--- config.mk ---
export PLATFORM = sky130hd
export DESIGN_NAME = emtpc_ctrl
export DESIGN_NICKNAME = d
export VERILOG_FILES = /design/src/rtl/emtpc_pkg.sv /design/src/rtl/emtpc_ctrl.sv
export SDC_FILE = /design/constraint.sdc
export NUM_CORES = 1
export LEC_CHECK = 0
export ABC_AREA = 1
export ABC_CLOCK_PERIOD_IN_PS = 5600
export BUFFER_PORTS_ARGS = -buffer_cell sky130_fd_sc_hd__buf_2
export CAP_MARGIN = 40
export CORE_MARGIN = 1.5
export CORE_UTILIZATION = 30
export CTS_BUF_LIST = sky130_fd_sc_hd__clkbuf_2
export DETAILED_ROUTE_END_ITERATION = 6
export GPL_ROUTABILITY_DRIVEN = 0
export SLEW_MARGIN = 20
export SYNTH_ARGS = -nofsm -noshare
export SYNTH_HDL_FRONTEND = slang
export SYNTH_SLANG_ARGS = --single-unit
--- constraint.sdc ---
create_clock -name clk -period 5.6 [get_ports clk]
set_clock_uncertainty 0.05 [all_clocks]
set_input_delay 0.28 -clock clk [delete_from_list [all_inputs] [get_ports clk]]
set_output_delay 0.28 -clock clk [all_outputs]
set_load 0.02 [all_outputs]
--- src/rtl/emtpc_pkg.sv ---
// Functional notes
// - End-of-scan timing copies measurement buffer sections each time host program ends.
// - Host may overwrite any energy total; loading zero clears it.
// - Target word 0 none, 1 consumed, 2 regenerated, 3 lagging reactive energy.
// - Preset value uses the same unit and scaling as the output totals.
// - On preset request, apply selected target and value, then raise preset done.
// - Device drops preset done once it sees the request dropped.
// - Mode change takes effect only at start-up after the host CPU reset.
// - Test mode lights every indicator LED and fills buffer with pseudo-values.
// - Test mode also substitutes pseudo-values for settings and error information.
// - Returning to measuring mode keeps settings and totals from before test mode.
package emtpc_pkg;

    // Buffer word offsets (16-bit words)
    localparam logic [15:0] BM_CONS_LO = 16'h0000;
    localparam logic [15:0] BM_CONS_HI = 16'h0001;
    localparam logic [15:0] BM_REGEN_LO = 16'h0002;
    localparam logic [15:0] BM_REGEN_HI = 16'h0003;
    localparam logic [15:0] BM_LAG_LO = 16'h0004;
    localparam logic [15:0] BM_LAG_HI = 16'h0005;
    localparam logic [15:0] BM_PRESET_TARGET = 16'h0033;
    localparam logic [15:0] BM_PRESET_VAL_LO = 16'h0034;
    localparam logic [15:0] BM_PRESET_VAL_HI = 16'h0035;
    localparam logic [15:0] BM_REFRESH_SEL = 16'h0036;
    localparam logic [15:0] BM_REFRESH_GROUP = 16'h0037;
    localparam logic [15:0] BM_ERROR_INFO = 16'h0038;
    localparam logic [15:0] BM_MODE_PARAM = 16'h0039;
    localparam logic [15:0] BM_STATUS = 16'h003A;

    // Preset target codes
    localparam logic [15:0] TGT_NONE = 16'h0000;
    localparam logic [15:0] TGT_CONS = 16'h0001;
    localparam logic [15:0] TGT_REGEN = 16'h0002;
    localparam logic [15:0] TGT_LAG = 16'h0003;

    // Limits and reset values
    localparam logic [31:0] PRESET_MAX = 32'h05F5E0FF;
    localparam logic [6:0] REFRESH_GROUP_MIN = 7'h01;
    localparam logic [6:0] REFRESH_GROUP_MAX = 7'h40;
    localparam logic [6:0] REFRESH_GROUP_RST = 7'h01;
    localparam logic [15:0] PSEUDO_MASK = 16'h5A5A;
    localparam int ERR_RANGE_BIT = 0;
    localparam int ERR_TARGET_BIT = 1;
    localparam int LED_COUNT = 4;

    typedef enum logic {
        MODE_MEASURE,
        MODE_TEST
    } emtpc_mode_t;

    typedef enum logic [1:0] {
        ST_IDLE,
        ST_APPLY,
        ST_DONE
    } emtpc_pst_t;

    typedef struct packed {
        logic wr;
        logic rd;
        logic [15:0] addr;
        logic [15:0] wdata;
    } emtpc_bm_req_t;

    typedef struct packed {
        logic [31:0] lag;
        logic [31:0] regen;
        logic [31:0] cons;
    } emtpc_totals_t;

endpackage

--- src/rtl/emtpc_ctrl.sv ---
`timescale 1ns/10ps
`default_nettype none
module emtpc_ctrl (
    // Clock and resets
    input wire logic clk,
    input wire logic resetn,
    input wire logic por_resetn,
    // Buffer memory port from host
    input wire emtpc_pkg::emtpc_bm_req_t bm_req,
    output logic [15:0] bm_rdata,
    output logic bm_rvalid,
    // Preset handshake bits
    input wire logic preset_request,
    output logic preset_done,
    // Energy increments from measurement
    input wire logic [2:0] energy_pulse,
    // Host program events
    input wire logic end_of_scan,
    input wire logic group_exec,
    input wire logic [6:0] group_exec_id,
    // Refresh and indicators
    output logic refresh_pulse,
    output logic [emtpc_pkg::LED_COUNT-1:0] indicator_led,
    output logic test_mode
);

    // Pseudo-value for any word address in test mode
    function automatic logic [15:0] pseudo_word(input logic [15:0] addr);
        pseudo_word = addr ^ emtpc_pkg::PSEUDO_MASK;
    endfunction

    // Count up one unit, wrapping past the largest total
    function automatic logic [31:0] bump(input logic [31:0] v);
        bump = (v >= emtpc_pkg::PRESET_MAX) ? 32'h00000000 : v + 32'h00000001;
    endfunction

    // Retained storage: survives host CPU reset, cleared only at power-on
    emtpc_pkg::emtpc_totals_t tot_q, tot_d;
    logic [15:0] tgt_q, tgt_d;
    logic [31:0] pval_q, pval_d;
    logic ref_sel_q, ref_sel_d;
    logic [6:0] ref_grp_q, ref_grp_d;
    emtpc_pkg::emtpc_mode_t mode_param_q, mode_param_d;
    logic [1:0] err_q, err_d;

    // Control state: cleared by host CPU reset
    emtpc_pkg::emtpc_pst_t st_q, st_d;
    logic done_q, done_d;
    logic started_q, started_d;
    emtpc_pkg::emtpc_mode_t mode_q, mode_d;
    logic refresh_q, refresh_d;
    logic [15:0] rdata_q, rdata_d;
    logic rvalid_q, rvalid_d;

    logic apply;
    logic in_range;
    logic tgt_ok;
    logic is_test;

    assign is_test = (mode_q == emtpc_pkg::MODE_TEST);
    assign apply = (st_q == emtpc_pkg::ST_APPLY);
    assign in_range = (pval_q <= emtpc_pkg::PRESET_MAX);
    assign tgt_ok = (tgt_q <= emtpc_pkg::TGT_LAG);

    // Retained next values; frozen in test mode so measuring mode resumes intact
    always_comb begin
        tot_d = tot_q;
        tgt_d = tgt_q;
        pval_d = pval_q;
        ref_sel_d = ref_sel_q;
        ref_grp_d = ref_grp_q;
        mode_param_d = mode_param_q;
        err_d = err_q;
        // Mode parameter stays writable so test mode can be left again
        if (bm_req.wr && bm_req.addr == emtpc_pkg::BM_MODE_PARAM) begin
            mode_param_d = bm_req.wdata[0] ? emtpc_pkg::MODE_TEST : emtpc_pkg::MODE_MEASURE;
        end
        if (started_q && !is_test) begin
            if (energy_pulse[0]) begin
                tot_d.cons = bump(tot_q.cons);
            end
            if (energy_pulse[1]) begin
                tot_d.regen = bump(tot_q.regen);
            end
            if (energy_pulse[2]) begin
                tot_d.lag = bump(tot_q.lag);
            end
            if (bm_req.wr) begin
                unique case (bm_req.addr)
                    emtpc_pkg::BM_PRESET_TARGET: tgt_d = bm_req.wdata;
                    emtpc_pkg::BM_PRESET_VAL_LO: pval_d[15:0] = bm_req.wdata;
                    emtpc_pkg::BM_PRESET_VAL_HI: pval_d[31:16] = bm_req.wdata;
                    emtpc_pkg::BM_REFRESH_SEL: ref_sel_d = bm_req.wdata[0];
                    emtpc_pkg::BM_REFRESH_GROUP: begin
                        // Out-of-range group numbers are ignored
                        if (bm_req.wdata[6:0] >= emtpc_pkg::REFRESH_GROUP_MIN &&
                            bm_req.wdata[6:0] <= emtpc_pkg::REFRESH_GROUP_MAX &&
                            bm_req.wdata[15:7] == 9'h000) begin
                            ref_grp_d = bm_req.wdata[6:0];
                        end
                    end
                    emtpc_pkg::BM_ERROR_INFO: err_d = err_q & ~bm_req.wdata[1:0];
                    default: begin
                    end
                endcase
            end
            // Preset load uses the output scaling directly, no conversion
            if (apply) begin
                if (!in_range) begin
                    err_d[emtpc_pkg::ERR_RANGE_BIT] = 1'b1;
                end else if (!tgt_ok) begin
                    err_d[emtpc_pkg::ERR_TARGET_BIT] = 1'b1;
                end else begin
                    unique case (tgt_q[1:0])
                        2'h1: tot_d.cons = pval_q;
                        2'h2: tot_d.regen = pval_q;
                        2'h3: tot_d.lag = pval_q;
                        2'h0: begin
                        end
                    endcase
                end
            end
        end
    end

    // Retained registers
    always_ff @(posedge clk or negedge por_resetn) begin
        if (!por_resetn) begin
            tot_q <= '0;
            tgt_q <= emtpc_pkg::TGT_NONE;
            pval_q <= 32'h00000000;
            ref_sel_q <= 1'b0;
            ref_grp_q <= emtpc_pkg::REFRESH_GROUP_RST;
            mode_param_q <= emtpc_pkg::MODE_MEASURE;
            err_q <= 2'h0;
        end else begin
            tot_q <= tot_d;
            tgt_q <= tgt_d;
            pval_q <= pval_d;
            ref_sel_q <= ref_sel_d;
            ref_grp_q <= ref_grp_d;
            mode_param_q <= mode_param_d;
            err_q <= err_d;
        end
    end

    // Control next values: start-up mode capture, preset handshake, refresh
    always_comb begin
        started_d = 1'b1;
        mode_d = mode_q;
        st_d = st_q;
        done_d = done_q;
        // Mode is adopted only on the first cycle after the CPU reset
        if (!started_q) begin
            mode_d = mode_param_q;
        end
        unique case (st_q)
            emtpc_pkg::ST_IDLE: begin
                if (preset_request && started_q) begin
                    st_d = emtpc_pkg::ST_APPLY;
                end
            end
            emtpc_pkg::ST_APPLY: begin
                st_d = emtpc_pkg::ST_DONE;
                done_d = 1'b1;
            end
            emtpc_pkg::ST_DONE: begin
                // Stays here while request is high, so one apply per assertion
                if (!preset_request) begin
                    st_d = emtpc_pkg::ST_IDLE;
                    done_d = 1'b0;
                end
            end
            default: begin
                st_d = emtpc_pkg::ST_IDLE;
                done_d = 1'b0;
            end
        endcase
        // Refresh trigger follows the selected timing source
        if (!ref_sel_q) begin
            refresh_d = started_q && end_of_scan;
        end else begin
            refresh_d = started_q && group_exec && (group_exec_id == ref_grp_q);
        end
    end

    // Buffer read data; test mode answers every mapped word except the mode parameter with a pseudo-value
    always_comb begin
        rvalid_d = bm_req.rd;
        rdata_d = 16'h0000;
        if (bm_req.rd) begin
            unique case (bm_req.addr)
                emtpc_pkg::BM_CONS_LO: rdata_d = tot_q.cons[15:0];
                emtpc_pkg::BM_CONS_HI: rdata_d = tot_q.cons[31:16];
                emtpc_pkg::BM_REGEN_LO: rdata_d = tot_q.regen[15:0];
                emtpc_pkg::BM_REGEN_HI: rdata_d = tot_q.regen[31:16];
                emtpc_pkg::BM_LAG_LO: rdata_d = tot_q.lag[15:0];
                emtpc_pkg::BM_LAG_HI: rdata_d = tot_q.lag[31:16];
                emtpc_pkg::BM_PRESET_TARGET: rdata_d = tgt_q;
                emtpc_pkg::BM_PRESET_VAL_LO: rdata_d = pval_q[15:0];
                emtpc_pkg::BM_PRESET_VAL_HI: rdata_d = pval_q[31:16];
                emtpc_pkg::BM_REFRESH_SEL: rdata_d = {15'h0000, ref_sel_q};
                emtpc_pkg::BM_REFRESH_GROUP: rdata_d = {9'h000, ref_grp_q};
                emtpc_pkg::BM_ERROR_INFO: rdata_d = {14'h0000, err_q};
                emtpc_pkg::BM_MODE_PARAM: rdata_d = {15'h0000, mode_param_q};
                emtpc_pkg::BM_STATUS: rdata_d = {12'h000, done_q, st_q, mode_q};
                default: rdata_d = 16'h0000;
            endcase
            // Settings and error words are masked too, so do not drive plant from them
            if (is_test && bm_req.addr <= emtpc_pkg::BM_STATUS &&
                bm_req.addr != emtpc_pkg::BM_MODE_PARAM) begin
                rdata_d = pseudo_word(bm_req.addr);
            end
        end
    end

    // Control registers
    always_ff @(posedge clk or negedge resetn) begin
        if (!resetn) begin
            started_q <= 1'b0;
            mode_q <= emtpc_pkg::MODE_MEASURE;
            st_q <= emtpc_pkg::ST_IDLE;
            done_q <= 1'b0;
            refresh_q <= 1'b0;
            rdata_q <= 16'h0000;
            rvalid_q <= 1'b0;
        end else begin
            started_q <= started_d;
            mode_q <= mode_d;
            st_q <= st_d;
            done_q <= done_d;
            refresh_q <= refresh_d;
            rdata_q <= rdata_d;
            rvalid_q <= rvalid_d;
        end
    end

    // Outputs; LEDs all lit in test mode, else run and error
    assign preset_done = done_q;
    assign refresh_pulse = refresh_q;
    assign bm_rdata = rdata_q;
    assign bm_rvalid = rvalid_q;
    assign test_mode = is_test;
    assign indicator_led = is_test ? {emtpc_pkg::LED_COUNT{1'b1}} :
        {2'b00, (err_q != 2'h0), started_q};
endmodule
`default_nettype wire

; After elaboration in Yosys (flattened, before gate mapping)
; Index checks and enable logic that the tools add are counted.
[classes]
n_addsub = 3
magnitude_cmp = 8
n_eq_ne = 22
mux = 29
bitwise_logic = 4
n_reduce_logical = 22
[op_table]
columns = op, n
row1 = 32-bit two-way mux, 9
row2 = 96-bit two-way mux, 3
row3 = 16-bit one-hot mux with 14 select lines, 1
row4 = 16-bit by 6-bit equality test with 1-bit output (second input constant), 8
row5 = 32-bit by 1-bit adder with 32-bit output (second input constant), 3
row6 = 32-bit by 27-bit greater-or-equal comparator with 1-bit output (second input constant), 3
row7 = 16-bit by 2-bit equality test with 1-bit output (second input constant), 2
row8 = 16-bit by 3-bit equality test with 1-bit output (second input constant), 2
row9 = 32-bit by 27-bit <= comparator with 1-bit output (second input constant), 1
row10 = 16-bit two-way mux, 2
row11 = 16-bit by 1-bit equality test with 1-bit output (second input constant), 1
row12 = 16-bit by 2-bit <= comparator with 1-bit output (second input constant), 1
row13 = 16-bit by 6-bit <= comparator with 1-bit output (second input constant), 1
row14 = 16-bit logical NOT, 1
row15 = 16-bit by 6-bit != test with 1-bit output (second input constant), 1
row16 = 3-bit AND reduction, 4
row17 = 1-bit logical AND, 10
row18 = 2-bit two-way mux, 5
row19 = 9-bit logical NOT, 1
row20 = 8-bit inverter, 1
row21 = 7-bit equality test, 1
row22 = 7-bit by 1-bit greater-or-equal comparator with 1-bit output (second input constant), 1
row23 = 7-bit <= comparator (second input constant), 1
row24 = 2-bit equality test (second input constant), 3
row25 = other kinds (14), 22
[totals]
ff_bits = 178
input_bits = 50
word_cells = 105

; Logic depth before layout (Yosys ltp)
[depth]
ltp_word = 7
ltp_mapped = 14
mapped_depth_nobuf = 14

; Worst setup path before layout
; No wires, ideal clock.
[synth_timing]
path_type = reg2reg
from = reg tot_q[32] (netlist name)
to = reg tot_q[56] (netlist name)
t_arrival_ns = 1.658
t_required_ns = 5.432
slack_ns = 3.774
stages_incl_launch_ff = 15
n_path_buf = 0
period_less_slack_ns = 1.826
path_cell_list = dfrtp_1 -> ha_1 -> nand2_1 -> nor2_1 -> nand2_2 -> nor2_4 -> nand2_2 -> nor2_2 -> nand2_2 -> nor2_1 -> nand2_1 -> nand3_1 -> nand2_1 -> nand3_1 -> nand2_1
[synth_via]
elab_chain_cells = 7
[synth_rtl]
columns = item, line
row1 = from (decl), emtpc_ctrl.sv:38  ; emtpc_pkg::emtpc_totals_t tot_q, tot_d;
row2 = from (signal assigned), emtpc_ctrl.sv:137  ; tot_q <= tot_d;
row3 = 32-bit by 1-bit adder with 32-bit output / 32-bit by 27-bit greater-or-equal comparator with 1-bit output (equally long branches), emtpc_ctrl.sv:34  ; bump = (v >= emtpc_pkg::PRESET_MAX) ? 32'h00000000 : v + 32'h00000001;
row4 = 32-bit two-way mux *, emtpc_ctrl.sv:34
row5 = 32-bit two-way mux *, emtpc_ctrl.sv:82  ; if (energy_pulse[1]) begin
row6 = 32-bit two-way mux, emtpc_ctrl.sv:114  ; unique case (tgt_q[1:0])
row7 = 96-bit two-way mux, emtpc_ctrl.sv:111  ; end else if (!tgt_ok) begin
row8 = 96-bit two-way mux, emtpc_ctrl.sv:109  ; if (!in_range) begin
row9 = 96-bit two-way mux *, emtpc_ctrl.sv:108  ; if (apply) begin
; Every way passes the cells marked *; elsewhere a longest branch is shown, timed or not.
; A chain may end at the register's enable or synchronous reset.

; Worst setup path after layout
[layout_timing]
from = reg mode_q (netlist: test_mode)
to = reg tot_q[6] (netlist name)
[layout_via]
elab_chain_cells = 2
[layout_rtl]
columns = item, line
row1 = from (decl), emtpc_ctrl.sv:50  ; emtpc_pkg::emtpc_mode_t mode_q, mode_d;
row2 = from (signal assigned), emtpc_ctrl.sv:221  ; mode_q <= emtpc_pkg::MODE_MEASURE;
row3 = from (signal assigned), emtpc_ctrl.sv:229  ; mode_q <= mode_d;
row4 = 1-bit logical NOT, emtpc_ctrl.sv:78  ; if (started_q && !is_test) begin
row5 = 1-bit logical AND, emtpc_ctrl.sv:78
; No other way between the ends.

==> key figures <==
Worst setup path
  – Critical path's most frequent cell: buf_4
  – Crit start category: flip-flop
  – Crit Path Max Fanout: 68
  – Crit Reg-Reg Endpoint: tot_q[6]$_DFFE_PN0P_
  – Setup CP Type: flip-flop to flip-flop
  – Critical path startpoint: test_mode$_DFFE_PN0N_
  – CP Data Required Time: ~6400 ps
  – Reg-to-reg startpoint: test_mode$_DFFE_PN0N_
  – Slowest library cell on the worst path: a21oi_1
  – CP Cell Sequence: nor2_4 > inv_2 > buf_4 > a21oi_1 > buf_4 > nand3_1 > o211ai_1
  – Max stage delay on crit path: 710 ps
  – Critical path endpoint category: flip-flop
  – R2r setup slk: between 2000 and 3000 ps
  – R2R depth: 7
  – Crit path arrival time: about 3600 ps

Clock network
  – CTS tree: done
  – Buffer depth of the longest clock path: 2
  – CTS clock-pin slew for the worst setup and hold paths: between 300 and 400 ps
  – Clk root buf: clkbuf_2
  – Clk sinks: around 180
  – Clk_lat worst skew: 880 ps
  – H-Tree Depth: 4
  – TritonCTS buffer count: 17
  – Post-CTS Setup Inserts: 0

Layout
  – Share of post-route cells with drive strength above 1: between 10% and 20%
  – Design area: roughly 14000 sq um
  – Area Overhead vs Synth: 13.5%
  – Final net count: between 1500 and 2000
  – Post-layout util: 34.5%

GRT
  – Largest net degree at the start of global routing: 91
  – First-pass GRT wire length: 72600 microns
  – Total track usage: a little under a quarter
  – Vias in the first global route: roughly 12000
  – Antenna violations before repair: 2
  – Total congestion overflow: 0

Run
  – Max Cap Viol: 0

Place
  – Placement Setup Slack: 2870 ps
  – Hpwl dp: between 30000 and 40000 microns
  – I/O Buffers: between 70 and 80
  – Dpl cell area: about 13000 sq um

Floorplanning
  – IO Pins: 74
  – Die Wd: slightly above 200 microns
  – Initial core utilization: between 30% and 40%
  – Row count: 73
  – Core area: between 30000 and 40000 sq um
  – Die Ht: 203 microns
  – Die area: 41400 sq um

STA
  – Worst Tran Pin Value: between 800 and 900 ps
  – Fmax: 355 MHz
  – Worst Slack Setup Final: about 2800 ps
  – Max-slew violations: 0
  – Final setup violation count: 0
  – Final worst-path cycle share: a little over 50%
  – RSZ-0062 raised after global routing: no
  – Period minus WS final: 2820 ps
  – Slew headroom: roughly two fifths
  – Final Hold Vio Count: 0
  – Setup TNS: 0 ps
  – Hold WS: ~67 ps

Drt
  – DR vias/cell: approximately 5.4
  – Vias after detailed routing: about 13000
  – DRC viols: 0
  – Initial DRC count: around 1900
  – Post-Route WL: around 47000 microns
  – DR pass1 iterations: 6
  – Wire per inst: around 19 microns
  – Final ANT Viol Nets: 0

Synth
  – Syn avg cell area: between 6 and 7 sq um
  – Syn nets: about 1900
  – Seq/Total Area, Yosys: 37.0%
  – Mapped Area: between 10000 and 15000 sq um
  – Top_reg_cell synth: dfrtp_1
  – Synthesized flop and latch total: ~180
  – Share of flip-flops with an asynchronous set or reset: 100%
  – Post-synth EDFFs: 0
  – Synth cell types: 45
  – Synth warn: 0
  – Post-Syn Instances: 1835

Outcome
  – Status: finished, final reports clean

Hold path
  – Hold Path End: err_q[0]$_DFFE_PN0P_
  – Hold Startpoint: bm_req[30]
  – Hold Crit Depth: 7
  – Worst min-delay path class: input port to flip-flop

Power and ir drop
  – Pwr Density: 203 nW/um^2
  – Worst IR drop on VDD: roughly 0.12 mV
  – Leakage Power: around 0.0065 uW
logic make-up after synthesis:
| logic type | synth area share [%] |
|---|---|
| compound gates | 10.2 |
| xor+xnor | 1.24 |
| fa+ha+maj | 0.312 |
| buf+inv | 9.94 |
| flops | 37.0 |
| other cells | 0.0311 |
| simple gates | 41.3 |
per-stage QoR:
step                std cells  power (uW)
global placement         2375        1980
CTS                      2454        2780
detailed placement       2377        1990
floorplan                1835        1790
global route             2458        2920
finish                   2458        2780
synth_stat cells, types with 2 or more instances:
cell / number / area (sq um)
o211ai_1: 13 / 97.6
nor4_1: 6 / 37.5
ha_1: 3 / 37.5
nor2_1: 154 / 578
nand3_1: 229 / 1150
o22ai_1: 11 / 68.8
clkinv_1: 4 / 15.0
nand3_2: 4 / 40.0
nor2_2: 15 / 93.8
clkbuf_1: 30 / 113
nand2_1: 551 / 2070
buf_1: 6 / 22.5
o21bai_1: 4 / 30.0
nor3_2: 5 / 50.1
o21ai_1: 61 / 305
buf_4: 6 / 45.0
xor2_1: 15 / 131
inv_2: 26 / 97.6
inv_1: 205 / 769
a21oi_1: 20 / 100
nor2_4: 11 / 124
nand2_2: 12 / 75.1
buf_2: 27 / 135
nand3b_1: 5 / 37.5
nand4_1: 79 / 494
a22oi_1: 10 / 75.1
nor3_1: 22 / 110
or2_2: 6 / 37.5
o21ai_0: 102 / 510
xnor2_1: 2 / 17.5
dfrtp_1: 177 / 4430
layer usage:
| layer | global-route usage (%) | wire (microns) |
|---|---|---|
| met5 | 0 | 0 |
| met4 | 8.84 | 1930 |
| met3 | 3.93 | 4780 |
| met2 | 35.1 | 20400 |
| met1 | 31.7 | 19900 |
worst max path at each step:
stage / slack, ps / cells past startpoint / endpoint
6_report: 2780 / 7 / tot_q[6]$_DFFE_PN0P_
3_5_place_dp: 2870 / 7 / tot_q[6]$_DFFE_PN0P_
2_1_floorplan: 3770 / 14 / tot_q[56]$_DFFE_PN0P_
5_1_grt: 2700 / 7 / tot_q[18]$_DFFE_PN0P_
4_1_cts: 2730 / 14 / bm_rdata[1]$_DFF_PN0_
3_3_place_gp: 2810 / 6 / tot_q[13]$_DFFE_PN0P_
power breakdown:
group | leakage, uW | switching (uW) | internal [uW]
logic | 0.00411 | 303 | 160
clock network | 0.000168 | 568 | 203
registers | 0.00225 | 166 | 1380
critical path, delay by kind of cell (launching register included):
| family | cells | cell delay (ps) |
|---|---|---|
| AO/OA/AOI/OAI | 2 | 830 |
| buffers and inverters | 3 | 800 |
| flip-flops | 1 | 540 |
| AND/OR/NAND/NOR | 2 | 550 |
registers in the layout (all words and copies together), names as in the netlist:
signal         flops
mode_param_q       1
tgt_q             16
bm_rvalid          1
bm_rdata          16
err_q              2
st_q               2
refresh_pulse      1
ref_sel_q          1
tot_q             96
pval_q            32
test_mode          1
ref_grp_q          7
started_q          1
preset_done        1
timing repair:
item	4_1_cts	5_1_grt
resized for setup	0	0
hold endpoints to repair	246	23
hold buffers	45	1
layout by cell type (no fill, tap or decap), drive strengths merged, types with 2 or more instances in the layout:
cell           n
clkbuf        17
or2            7
a22oi         10
nand3b         5
clkinv        12
dfrtp        177
nand3        234
o211ai        13
nor3          28
inv          237
a21oi         20
xor2          15
o21ai        163
nor4           7
o21bai         4
xnor2          2
nor2         181
dlygate4sd3   44
o22ai         11
buf           90
nand4         79
nand2        563
ha             3
final cells by class:
class	instances	area (sq um)
inverter	235	882
antenna	1	2.50
sequential	178	4460
tap	525	657
clock buffer	17	85.1
multi-input combinational	1353	6400
clock inverter	15	208
fill	4323	26000
timing repair buffer	134	985
Note: power is estimated with default switching activity, not from simulation.
